--- src/snp_pkg.sv ---
// Summary of operation
// - Each serial character carries eight data bits, no parity, one stop bit.
// - After factory power-up the serial port runs at 9600 baud.
// - One position fix per second by default, configurable up to ten per second.
// - On power-up the program loads from internal flash before normal operation.
// - Tracking mode gathers almanac, then moves to low-power tracking after twelve minutes.
// - Low-power tracking keeps navigating but stops gathering almanac data.
// - Removing main supply enters backup mode; the real-time clock keeps counting.
// - Backup mode keeps ephemeris so a quick first fix follows power return.
// - User settings survive main supply loss while the backup supply stays up.
// - Losing the backup supply restores factory settings on next power-up.
// - Serial input comes on the receive line, pulled high when undriven.
// - Serial output with navigation sentences goes out on the transmit line.
// - Timing pulse edge aligns with the time reference within fifty nanoseconds RMS.
// - Timing pulse lasts 100 ms, rises on the UTC second, only with 3D fix.
package snp_pkg;

  localparam int CLK_HZ = 100_000_000;
  localparam int DATA_BITS = 8;
  localparam int BAUD_DEFAULT = 9600;
  // Nearest whole cycle; the 0.003 % baud error is far inside the UART margin
  localparam int BIT_CYCLES = (CLK_HZ + BAUD_DEFAULT / 2) / BAUD_DEFAULT;
  localparam int HALF_BIT_CYCLES = BIT_CYCLES / 2;

  localparam int SEC_CYCLES = CLK_HZ;
  localparam int PULSE_WIDTH_MS = 100;
  localparam int PULSE_CYCLES = (CLK_HZ / 1000) * PULSE_WIDTH_MS;

  localparam int FIX_RATE_DEFAULT_HZ = 1;
  localparam int FIX_RATE_MAX_HZ = 10;
  localparam int FIX_SLOT_CYCLES = CLK_HZ / FIX_RATE_MAX_HZ;

  localparam int ALMANAC_MINUTES = 12;
  localparam longint ALMANAC_CYCLES = 64'(CLK_HZ) * 64'd60 * 64'(ALMANAC_MINUTES);

  // Flash load time is not fixed by the device; plain default
  localparam int BOOT_CYCLES = 1000;

  localparam logic [3:0] FIX_RATE_RESET = 4'(FIX_RATE_DEFAULT_HZ);
  localparam logic [3:0] FIX_RATE_LIMIT = 4'(FIX_RATE_MAX_HZ);
  localparam logic [2:0] LAST_DATA_BIT = 3'(DATA_BITS - 1);

  typedef enum logic [1:0] {
    MODE_BOOT = 2'h0,
    MODE_TRACK = 2'h1,
    MODE_LPTRACK = 2'h2,
    MODE_BACKUP = 2'h3
  } snp_mode_t;

  typedef enum logic [1:0] {
    SER_IDLE = 2'h0,
    SER_START = 2'h1,
    SER_DATA = 2'h2,
    SER_STOP = 2'h3
  } snp_ser_t;

endpackage

--- src/snp_receiver.sv ---
`timescale 1ns/1ps
module snp_receiver #(
  parameter int BIT_CYC = snp_pkg::BIT_CYCLES,
  parameter int SEC_CYC = snp_pkg::SEC_CYCLES,
  parameter int PULSE_CYC = snp_pkg::PULSE_CYCLES,
  parameter int SLOT_CYC = snp_pkg::FIX_SLOT_CYCLES,
  parameter longint ALM_CYC = snp_pkg::ALMANAC_CYCLES,
  parameter int BOOT_CYC = snp_pkg::BOOT_CYCLES
) (
  input wire logic core_clk,
  input wire logic rst,
  input wire logic clk_en,
  input wire logic main_pwr_ok,
  input wire logic backup_pwr_ok,
  input wire logic cfg_wr,
  input wire logic [3:0] cfg_fix_rate,
  input wire logic utc_second,
  input wire logic fix_3d_valid,
  input wire logic eph_update,
  input wire logic rxd_in,
  input wire logic rxd_driven,
  input wire logic [7:0] tx_data,
  input wire logic tx_valid,
  output logic tx_ready,
  output logic txd,
  output logic [7:0] rx_data,
  output logic rx_valid,
  output logic rx_frame_err,
  output logic second_tick_pulse,
  output logic fix_tick,
  output logic [3:0] fix_rate,
  output snp_pkg::snp_mode_t mode,
  output logic almanac_collect,
  output logic eph_valid,
  output logic [31:0] rtc_seconds
);

  typedef struct packed {
    snp_pkg::snp_mode_t mode;
    logic [31:0] boot_cnt;
    logic [39:0] alm_cnt;
    logic [31:0] sec_cnt;
    logic [31:0] rtc_sec;
    logic [31:0] slot_cnt;
    logic [4:0] fix_acc;
    logic [3:0] fix_rate;
    logic fix_tick;
    logic [31:0] pulse_cnt;
    logic pulse;
    logic eph_valid;
    logic cfg_lost;
    logic alm_collect;
    snp_pkg::snp_ser_t rx_st;
    logic [15:0] rx_cnt;
    logic [2:0] rx_bit;
    logic [7:0] rx_sh;
    logic [7:0] rx_data;
    logic rx_valid;
    logic rx_err;
    snp_pkg::snp_ser_t tx_st;
    logic [15:0] tx_cnt;
    logic [2:0] tx_bit;
    logic [7:0] tx_sh;
    logic txd;
    logic tx_ready;
  } snp_state_t;

  snp_state_t state_reg;
  snp_state_t state_next;

  logic rx_line;

  function automatic logic is_nav(input snp_pkg::snp_mode_t m);
    is_nav = (m == snp_pkg::MODE_TRACK) || (m == snp_pkg::MODE_LPTRACK);
  endfunction

  // Undriven receive line reads as the pull-up level
  assign rx_line = rxd_driven ? rxd_in : 1'b1;

  always_comb begin
    state_next = state_reg;
    state_next.fix_tick = 1'b0;
    state_next.rx_valid = 1'b0;
    state_next.rx_err = 1'b0;

    // Real-time clock keeps running on the backup supply alone
    if (!backup_pwr_ok) begin
      state_next.cfg_lost = 1'b1;
      state_next.eph_valid = 1'b0;
      state_next.rtc_sec = 32'h0;
      state_next.sec_cnt = 32'h0;
    end else if (state_reg.sec_cnt == 32'(SEC_CYC - 1)) begin
      state_next.sec_cnt = 32'h0;
      state_next.rtc_sec = state_reg.rtc_sec + 32'h1;
    end else begin
      state_next.sec_cnt = state_reg.sec_cnt + 32'h1;
    end

    case (state_reg.mode)
      snp_pkg::MODE_BOOT: begin
        if (state_reg.boot_cnt == 32'(BOOT_CYC - 1)) begin
          state_next.mode = snp_pkg::MODE_TRACK;
          state_next.alm_cnt = 40'h0;
          state_next.alm_collect = 1'b1;
        end else begin
          state_next.boot_cnt = state_reg.boot_cnt + 32'h1;
        end
        if (state_reg.cfg_lost && backup_pwr_ok) begin
          state_next.fix_rate = snp_pkg::FIX_RATE_RESET;
          state_next.cfg_lost = 1'b0;
        end
      end
      snp_pkg::MODE_TRACK: begin
        if (state_reg.alm_cnt == 40'(ALM_CYC - 1)) begin
          state_next.mode = snp_pkg::MODE_LPTRACK;
          state_next.alm_collect = 1'b0;
        end else begin
          state_next.alm_cnt = state_reg.alm_cnt + 40'h1;
        end
      end
      snp_pkg::MODE_LPTRACK: begin
        state_next.alm_collect = 1'b0;
      end
      snp_pkg::MODE_BACKUP: begin
        if (main_pwr_ok) begin
          state_next.mode = snp_pkg::MODE_BOOT;
          state_next.boot_cnt = 32'h0;
        end
      end
      default: begin
        state_next.mode = snp_pkg::MODE_BOOT;
      end
    endcase

    // Ephemeris and user settings are untouched here so they outlive the main supply
    if (!main_pwr_ok) begin
      state_next.mode = snp_pkg::MODE_BACKUP;
      state_next.alm_collect = 1'b0;
      state_next.pulse = 1'b0;
      state_next.pulse_cnt = 32'h0;
      state_next.slot_cnt = 32'h0;
      state_next.fix_acc = 5'h0;
      state_next.rx_st = snp_pkg::SER_IDLE;
      state_next.tx_st = snp_pkg::SER_IDLE;
      state_next.txd = 1'b1;
      state_next.tx_ready = 1'b0;
    end

    if (is_nav(state_reg.mode) && main_pwr_ok) begin
      if (eph_update && backup_pwr_ok) begin
        state_next.eph_valid = 1'b1;
      end
      // Out-of-range rates are ignored rather than clamped
      if (cfg_wr && cfg_fix_rate != 4'h0 && cfg_fix_rate <= snp_pkg::FIX_RATE_LIMIT) begin
        state_next.fix_rate = cfg_fix_rate;
      end
      // Rate accumulator over tenth-second slots gives every rate 1..10 exactly on average
      if (state_reg.slot_cnt == 32'(SLOT_CYC - 1)) begin
        state_next.slot_cnt = 32'h0;
        if (5'(state_reg.fix_acc + 5'(state_reg.fix_rate)) >= 5'(snp_pkg::FIX_RATE_MAX_HZ)) begin
          state_next.fix_tick = 1'b1;
          state_next.fix_acc = 5'(state_reg.fix_acc + 5'(state_reg.fix_rate)
                               - 5'(snp_pkg::FIX_RATE_MAX_HZ));
        end else begin
          state_next.fix_acc = 5'(state_reg.fix_acc + 5'(state_reg.fix_rate));
        end
      end else begin
        state_next.slot_cnt = state_reg.slot_cnt + 32'h1;
      end

      // Pulse starts on the reference edge itself, one register stage of latency
      if (utc_second && fix_3d_valid) begin
        state_next.pulse = 1'b1;
        state_next.pulse_cnt = 32'h0;
      end else if (state_reg.pulse) begin
        if (!fix_3d_valid || state_reg.pulse_cnt == 32'(PULSE_CYC - 1)) begin
          state_next.pulse = 1'b0;
        end else begin
          state_next.pulse_cnt = state_reg.pulse_cnt + 32'h1;
        end
      end

      case (state_reg.rx_st)
        snp_pkg::SER_IDLE: begin
          if (!rx_line) begin
            state_next.rx_st = snp_pkg::SER_START;
            state_next.rx_cnt = 16'(BIT_CYC / 2);
          end
        end
        snp_pkg::SER_START: begin
          if (state_reg.rx_cnt != 16'h0) begin
            state_next.rx_cnt = state_reg.rx_cnt - 16'h1;
          end else if (rx_line) begin
            state_next.rx_st = snp_pkg::SER_IDLE;
          end else begin
            state_next.rx_st = snp_pkg::SER_DATA;
            state_next.rx_cnt = 16'(BIT_CYC - 1);
            state_next.rx_bit = 3'h0;
          end
        end
        snp_pkg::SER_DATA: begin
          if (state_reg.rx_cnt != 16'h0) begin
            state_next.rx_cnt = state_reg.rx_cnt - 16'h1;
          end else begin
            state_next.rx_sh = {rx_line, state_reg.rx_sh[7:1]};
            state_next.rx_cnt = 16'(BIT_CYC - 1);
            state_next.rx_bit = state_reg.rx_bit + 3'h1;
            if (state_reg.rx_bit == snp_pkg::LAST_DATA_BIT) begin
              state_next.rx_st = snp_pkg::SER_STOP;
            end
          end
        end
        snp_pkg::SER_STOP: begin
          if (state_reg.rx_cnt != 16'h0) begin
            state_next.rx_cnt = state_reg.rx_cnt - 16'h1;
          end else begin
            state_next.rx_st = snp_pkg::SER_IDLE;
            if (rx_line) begin
              state_next.rx_data = state_reg.rx_sh;
              state_next.rx_valid = 1'b1;
            end else begin
              state_next.rx_err = 1'b1;
            end
          end
        end
        default: begin
          state_next.rx_st = snp_pkg::SER_IDLE;
        end
      endcase

      case (state_reg.tx_st)
        snp_pkg::SER_IDLE: begin
          state_next.txd = 1'b1;
          state_next.tx_ready = 1'b1;
          if (tx_valid && state_reg.tx_ready) begin
            state_next.tx_st = snp_pkg::SER_START;
            state_next.tx_sh = tx_data;
            state_next.txd = 1'b0;
            state_next.tx_cnt = 16'(BIT_CYC - 1);
            state_next.tx_ready = 1'b0;
          end
        end
        snp_pkg::SER_START: begin
          if (state_reg.tx_cnt != 16'h0) begin
            state_next.tx_cnt = state_reg.tx_cnt - 16'h1;
          end else begin
            state_next.tx_st = snp_pkg::SER_DATA;
            state_next.txd = state_reg.tx_sh[0];
            state_next.tx_bit = 3'h0;
            state_next.tx_cnt = 16'(BIT_CYC - 1);
          end
        end
        snp_pkg::SER_DATA: begin
          if (state_reg.tx_cnt != 16'h0) begin
            state_next.tx_cnt = state_reg.tx_cnt - 16'h1;
          end else begin
            state_next.tx_cnt = 16'(BIT_CYC - 1);
            if (state_reg.tx_bit == snp_pkg::LAST_DATA_BIT) begin
              state_next.tx_st = snp_pkg::SER_STOP;
              state_next.txd = 1'b1;
            end else begin
              state_next.tx_bit = state_reg.tx_bit + 3'h1;
              state_next.tx_sh = {1'b0, state_reg.tx_sh[7:1]};
              state_next.txd = state_reg.tx_sh[1];
            end
          end
        end
        snp_pkg::SER_STOP: begin
          if (state_reg.tx_cnt != 16'h0) begin
            state_next.tx_cnt = state_reg.tx_cnt - 16'h1;
          end else begin
            state_next.tx_st = snp_pkg::SER_IDLE;
            state_next.tx_ready = 1'b1;
          end
        end
        default: begin
          state_next.tx_st = snp_pkg::SER_IDLE;
        end
      endcase
    end else if (main_pwr_ok) begin
      // Still booting: line held idle, no traffic taken
      state_next.txd = 1'b1;
      state_next.tx_ready = 1'b0;
      state_next.pulse = 1'b0;
    end
  end

  always_ff @(posedge core_clk) begin
    if (rst) begin
      state_reg <= '0;
      state_reg.mode <= snp_pkg::MODE_BOOT;
      state_reg.fix_rate <= snp_pkg::FIX_RATE_RESET;
      state_reg.rx_st <= snp_pkg::SER_IDLE;
      state_reg.tx_st <= snp_pkg::SER_IDLE;
      state_reg.txd <= 1'b1;
    end else if (clk_en) begin
      state_reg <= state_next;
    end
  end

  assign tx_ready = state_reg.tx_ready;
  assign txd = state_reg.txd;
  assign rx_data = state_reg.rx_data;
  assign rx_valid = state_reg.rx_valid;
  assign rx_frame_err = state_reg.rx_err;
  assign second_tick_pulse = state_reg.pulse;
  assign fix_tick = state_reg.fix_tick;
  assign fix_rate = state_reg.fix_rate;
  assign mode = state_reg.mode;
  assign almanac_collect = state_reg.alm_collect;
  assign eph_valid = state_reg.eph_valid;
  assign rtc_seconds = state_reg.rtc_sec;

endmodule

--- config.mk ---
export PLATFORM = sky130hd
export DESIGN_NAME = snp_receiver
export DESIGN_NICKNAME = d
export VERILOG_FILES = /design/src/snp_pkg.sv /design/src/snp_receiver.sv
export SDC_FILE = /design/constraint.sdc
export NUM_CORES = 1
export LEC_CHECK = 0
export ABC_AREA = 1
export BUFFER_PORTS_ARGS = -buffer_cell sky130_fd_sc_hd__buf_4
export CORE_ASPECT_RATIO = 1.1
export CORE_MARGIN = 2
export CORE_UTILIZATION = 63
export DETAILED_ROUTE_END_ITERATION = 16
export PLACE_DENSITY = 0.86
export REMOVE_ABC_BUFFERS = 1
export SYNTH_ARGS = -nofsm -noshare
export SYNTH_HDL_FRONTEND = slang
export SYNTH_SLANG_ARGS = --single-unit
--- constraint.sdc ---
create_clock -name core_clk -period 2.7 [get_ports core_clk]
set_clock_uncertainty 0.2 [all_clocks]
set_input_delay 0.27 -clock core_clk [delete_from_list [all_inputs] [get_ports core_clk]]
set_output_delay 0.27 -clock core_clk [all_outputs]
set_load 0.01 [all_outputs]
Yosys cells after proc, flatten, opt, wreduce, memory -nomap -nowiden --
Cells that the tools add are included.
Cells by class: reductions and logical operators 34, magnitude comparators 2, equality and inequality tests 37, add/sub/neg operators 12, bitwise gates (word level) 1, multiplexer cells 83
Operators with widths (count):
- $add A32 B1 Y32 const B | 5
- $mux W32 | 5
- $pmux W18 S4 | 2
- $mux W33 | 3
- $mux W16 | 5
- $mux W40 | 2
- $pmux W40 S2 | 1
- $mux W74 | 1
- $mux W68 | 1
- $eq A32 B24 Y1 const B | 2
- $mux W64 | 1
- $pmux W32 S2 | 1
- $add A40 B1 Y40 const B | 1
- $eq A40 B37 Y1 const B | 1
- $mux W37 | 1
- $mux W18 | 2
- $mux W2 | 17
- $mux W34 | 1
- $eq A32 B10 Y1 const B | 1
- $eq A32 B27 Y1 const B | 1
- $reduce_bool A16 Y1 | 2
- $sub A16 B1 Y16 const B | 2
- $mux W10 | 3
- $ne A2 B2 Y1 const B | 14
- 36 further kinds | 94
Word-level totals: word-level logic and storage cells 196, output and inout port bits 54, register bits 286, input bits 24

Logic depth before layout (Yosys ltp) --
Gate-level depths: netlist of run 1.
depth after elaboration 8, depth in mapped cells 15, gate-level depth less buffers 15

Worst setup path before layout of run 1 --
Ideal clock, no wire load.
path kind reg2reg, from register, netlist name fix_rate[0], to register state_reg[112] (netlist bit), path buffers 0, data required time 2391 ps, cell stages (with the launch flop) 14, slack 410 ps, period minus slack after synthesis 2290 ps, library setup time 109 ps, arrival 1982 ps, path through dfxtp_1 -> ha_1 -> fa_1 -> xor2_1 -> inv_1 -> ha_1 -> o31ai_1 -> nand2_1 -> nand2_1 -> nand2_1 -> nand3_1 -> nand3_1 -> nand2_1 -> inv_1
On the way: longest elaborated chain between the ends 5, elaborated cells between the ends (all ways) 6, those cells by class add/sub (2); order compare (1); mux (3)
Ends and longest elaborated chain:
- $add A5 B4 Y5 (*) | line snp_receiver.sv:160, snp_receiver.sv:162, snp_receiver.sv:165
- $sub A5 B4 Y5 or $ge A5 B4 Y1 (tied branches) | line snp_receiver.sv:163, snp_receiver.sv:160
- $mux W5 (*) | line snp_receiver.sv:160 | if (5'(state_reg.fix_acc + 5'(state_reg.fix_rate)) >= 5'(snp_pkg::FIX_RATE_MAX_HZ)) begin
- $mux W5 (*) | line snp_receiver.sv:158 | if (state_reg.slot_cnt == 32'(SLOT_CYC - 1)) begin
- $mux W74 (*) | line snp_receiver.sv:149 | if (is_nav(state_reg.mode) && main_pwr_ok) begin
- to (signal assigned) | line snp_receiver.sv:297 | state_reg <= state_next;
- to (decl) | line snp_receiver.sv:68 | snp_state_t state_reg;
Every way passes the cells marked *; elsewhere a longest branch is shown, timed or not. A chain may end at the register's enable or synchronous reset.

Worst setup path after layout of run 1 --
from register state_reg[117] (netlist bit), to register state_reg[136] (netlist bit)
On the way: longest elaborated chain between the ends 3, elaborated cells between the ends (all ways) 4, those cells by class add/sub (1); eq/ne (1); mux (2)
Ends and longest elaborated chain (line):
- $add A32 B1 Y32 or $eq A32 B24 Y1 (tied branches) | snp_receiver.sv:168, snp_receiver.sv:158
- $mux W32 (*) | snp_receiver.sv:158
- $mux W74 (*) | snp_receiver.sv:149
Marked as above.

==> flow_summary.ini, run 1 <==
[outcome]
status = complete, no violations

[run]
drv_cap = 0

[final_layout]
antennaDiodeCount = 0
layout_common_cells = nand2_1 (789), nor2_1 (491), dfxtp_1 (286), inv_1 (238), a21oi_1 (230)
nets = 3068
area.sequential_sq_um = 5730
fillers = 2583
multiInputGateArea_sq_um = 11200
drive_gt1_share_pct = 9.24
syn_to_final_growth_pct = 9.54
largest_register_ff_count = 232
stdcell_count = 3415
final_common_cell = nand2_1

[sta]
tns_ns = 0
period_minus_slack_ns = 2.56
min_period_over_period_pct = 94.8
fmax_mhz = 391
hold_viol = 0
drv_slew = 0
holdWs_ns = 0.0314
relSlewSlack_pct = 42.8
tightest_slew_ns = 0.858
finalSetupViolations = 0
rsz0062_at_grt = yes

[routing]
routed_wl_um = 51700
first_pass_iters = 6
route.detailed.drc = 0
routedWlPerCell_um = 15.2
drtIter0Drc = 1555
drtAntennaViolNets = 0
vias_per_cell = 5.72
vias = 19500

[die]
rows = 66
initial_core_util_pct = 63.9
io_pins = 78
die_y_um = 185
core-area_sq_um = 29500
dieArea_sq_um = 31300
die_w_um = 169

[critical_path]
cp.arrival_ns = 2.81
crit_required_ns = 2.95
reg2reg_slack_ns = 0.14
worst_setup_path_end_kind = flop
crit_fanout = 6
start_kind = flop
criticalPathCategory = reg2reg

[grt]
grt_pass1_wl_um = 85800
track_usage_pct = 32.3
grt_max_degree = 173
grt_overflow_total = 0
first_global_vias = 18300
antenna_found_initial = 0

[synth]
synthesis.area_sq_um = 18800
ys_warn_count = 0
synth_seq_cells = 286
seq_area_frac_synth_pct = 30.4
syn_inst = 2997
synth_edf_count = 0
synth_cell_types = 57
synthArstFlopShare_pct = 0
ys.flop_type = dfxtp_1
syn_avg_cell_area_sq_um = 6.29

[clock_tree]
h-tree-depth = 1
cts-root-buf = clkbuf_16
cts.sink_count = 286
ctsLongestPathBuffers = 3
path_clk_slew_ns = 0.06
cts_buffers = 31
cts_tree = built
clk_latency_ns = 0.58

[pwr]
irDropWorstVdd_mv = 0.541
power_density_nw_per_um2 = 473
total_leakage_power_nw = 7.48
finalPower_mw = 9.77

[placement]
dpl.hpwl_um = 36800
port_buffers = 77
dp.cells = 3336
place.gp.congestion = 0.993

[hold_path]
worstHoldPathType = in2reg
-- synth_stat cells, types with 6 or more instances --
library cell	n	area (sq um)
nor3_2	6	60.1
nor2_1	492	1850
dfxtp_1	286	5730
nor2_4	7	78.8
buf_2	21	105
buf_4	60	450
nand3b_1	6	45.0
inv_2	11	41.3
o21ai_0	107	536
or2_2	9	56.3
nand3_1	154	771
clkbuf_1	58	218
inv_1	239	897
nand2_4	6	67.6
nand4_1	86	538
buf_1	7	26.3
a31oi_1	21	131
nor4_1	15	93.8
xnor2_1	35	307
ha_1	27	338
o211ai_1	7	52.6
buf_6	10	113
nor3_1	105	526
xor2_1	97	850
o21ai_1	9	45.0
nor2_2	19	119
a21oi_2	9	78.8
a21oi_1	230	1150
nand2_1	789	2960
nand2_2	16	100
-- report_power, final --
group	leakage [nW]	internal (mW)	switching (mW)
registers	2.31	4.26	0.0474
clock network	0.520	2.57	1.80
logic	4.65	0.320	0.759
total	7.48	7.16	2.61
-- critical path: stages (launching register included) --
cell and delay (ns):
dfxtp_1 0.37, ha_1 0.18, nand2_1 0.08, nor2_1 0.24
nand2_1 0.17, nor2_1 0.19, nand3_1 0.22, nand2_1 0.27
nand2_1 0.10, nand2_2 0.15, inv_1 0.13, o21ai_0 0.09
a21oi_1 0.06
-- per-layer routing --
layer,part of all wire (%),global-route usage [%]
met1,42,40.6
met3,6.1,4.00
met2,49,57.5
met4,2.9,10.8
met5,0,0
-- through the flow --
stage	util [%]	area (sq um)	worst slack, ns
after floorplan	-	17900	-0.343
after global placement	65.6	19300	0.223
after detailed placement	65.6	19300	0.0730
after CTS	69.8	20600	0.0933
after global routing	70.0	20600	-0.0100
final	70.0	20600	0.141
-- repair_timing --
action | CTS | global route
hold buffers | 20 | 0
buffers inserted | 0 | 1
endpoints found under the setup margin | 0 | 27
endpoints found under the hold margin | 32 | 0
resized for setup | 0 | 4
-- area by class of cell --
class	instances	share of cell area (%)
Clock buffer	45	4.50
Clock inverter	13	0.649
Inverter	255	4.65
Multi-Input combinational cell	2297	54.5
Sequential cell	286	27.7
Tap cell	374	2.27
Timing Repair Buffer	145	5.72
-- final timing paths --
path,cells after the start,to,start
setup / recovery,12,state_reg[136],state_reg[117]
hold / removal,5,state_reg[4],tx_valid
setup reg to reg,12,state_reg[136],state_reg[117]
hold reg to reg,2,state_reg[9],state_reg[9]
-- cell families after synthesis --
| logic type | synth area share [%] |
|---|---|
| compound gates | 11.6 |
| xor+xnor | 6.14 |
| fa+ha+maj | 1.90 |
| buf+inv | 10.1 |
| flops | 30.4 |
| simple gates | 39.9 |
No activity file was read; power rests on OpenSTA's default activity.
==> run 2, diff against run 1 <==
CELL_PAD_IN_SITES_DETAIL_PLACEMENT = 1   (was default)
CELL_PAD_IN_SITES_GLOBAL_PLACEMENT = 2   (was default)
CORE_UTILIZATION = 35   (was 63)
PLACE_DENSITY = 0.87   (was 0.86)
==> run 2 against run 1 <==
Worst setup slack better by 0.027 ns. Critical path type unchanged. Via count is 0.28% higher. Core utilization shrank 30 points. Die area is 78% higher. Clock power rose by 19%.
==> flow_summary.ini, run 2 (same netlist as run 1, synthesis figures left out) <==
[outcome]
status = complete, no violations

[placement]
dpl.hpwl_um = 46900
port_buffers = 77
place.gp.congestion = 0.903
placed_cell_area_sq_um = 19800

[critical_path]
start_kind = flop
criticalPathCategory = reg2reg
crit_required_ns = 2.99
rr_worst_depth = 10
crit_fanout = 6
r2r-end = fix_rate[1]
cp.arrival_ns = 2.83
reg2reg_slack_ns = 0.17
worst_setup_path_end_kind = flop
regToRegStartpoint = mode[0]

[run]
drv_cap = 0

[die]
core-area_sq_um = 53500
initial_core_util_pct = 35.2
die_y_um = 247
dieArea_sq_um = 55700
die_w_um = 225
io_pins = 78
rows = 89

[final_layout]
largest_register_ff_count = 232
drive_gt1_share_pct = 9.68
syn_to_final_growth_pct = 13.1
nets = 3082
antennaDiodeCount = 0
layout_common_cells = nand2_1 (789), nor2_1 (490), dfxtp_1 (284), inv_1 (238), a21oi_1 (230)
stdcell_area_sq_um = 21300
final_common_cell = nand2_1

[grt]
track_usage_pct = 22.8
grt_max_degree = 102
grt_overflow_total = 0
first_global_vias = 20500
antenna_found_initial = 0
grt_pass1_wl_um = 104000

[sta]
finalSetupViolations = 0
period_minus_slack_ns = 2.53
hold_viol = 0
tightest_slew_ns = 0.643
drv_slew = 0
relSlewSlack_pct = 56.7
holdWs_ns = 0.0481
fmax_mhz = 395
min_period_over_period_pct = 93.8

[routing]
vias_per_cell = 5.24
drtAntennaViolNets = 0
drtIter0Drc = 949
first_pass_iters = 5
route.detailed.drc = 0
routedWlPerCell_um = 16.9
vias = 19600
routed_wl_um = 63400

[clock_tree]
clk_latency_ns = 0.57
cts_buffers = 38
path_clk_slew_ns = 0.06
cts_tree = built
cts.sink_count = 286
cts-root-buf = clkbuf_16
h-tree-depth = 2
ctsLongestPathBuffers = 3

[hold_path]
min_to = state_reg[7]
hp-start = tx_valid
hold_depth = 5
worstHoldPathType = in2reg

[pwr]
total_leakage_power_nw = 7.61
irDropWorstVdd_mv = 0.433
power_density_nw_per_um2 = 502
run 2: cell count changes in the layout (fill, tap and decap cells not counted), moves of 3 or more:
cell / delta
clkbuf_8: -3
buf_4: +4
clkbuf_16: +8
clkbuf_1: +3
dlygate4sd3_1: +3
run 2: stage by stage:
step	setup TNS [ns]	power [mW]	instances	setup slack, ns	util, %
floorplan	-6.72	4.98	2838	-0.343	-
global placement	0	5.49	3649	0.273	37.0
detailed placement	0	5.53	3649	0.147	37.0
CTS	0	10.9	3740	0.103	39.8
global route	-0.00958	11.1	3740	-0.00958	39.8
finish	0	10.7	3740	0.168	39.8
run 2: final cells by class:
class	count	area (sq um)
inverter	255	960
clock buffer	53	1100
multi-input combinational	2297	11200
clock inverter	15	174
tap	682	853
timing repair buffer	152	1240
fill	7081	32200
sequential	286	5730
run 2: how the worst max path moves through the flow:
stage	start	end	slack [ns]	depth (start not counted)
finish	mode[0]	fix_rate[1]	0.17	10
CTS	mode[1]	fix_rate[1]	0.10	10
global placement	fix_rate[0]	state_reg[112]	0.27	13
global route	state_reg[212]	mode[0]	-0.01	12
detailed placement	mode[1]	state_reg[3]	0.15	9
floorplan	mode[0]	state_reg[131]	-0.34	9
run 2: per-layer routing:
layer  vias up  share of wire (%)  GRT usage, %
met5         -                  0             0
met4         0                2.9          7.25
met3       105                2.8          2.95
met2       260                 51          42.4
met1      9480                 44          26.9
li1       9742                  -             -
run 2: where the power goes:
part | total (mW) | internal (mW) | switching (mW)
sequential | 4.33 | 4.27 | 0.0597
clock | 5.23 | 3.14 | 2.09
combinational | 1.14 | 0.335 | 0.810
run 2: critical path, stage by stage, from the launching register on:
cell           delay, ns
dfxtp_2             0.36
inv_1               0.10
ha_4                0.29
nand2_4             0.12
nor2_4              0.14
buf_4               0.20
nand4_1             0.16
inv_1               0.13
nand2_1             0.06
dlygate4sd3_1       0.55
a21oi_1             0.14
run 2: timing repair:
action,4_1_cts,5_1_grt
gates resized for setup,0,7
hold buffers,23,0
endpoints found under the setup margin,0,21
buffers inserted,0,0
endpoints found under the hold margin,44,0
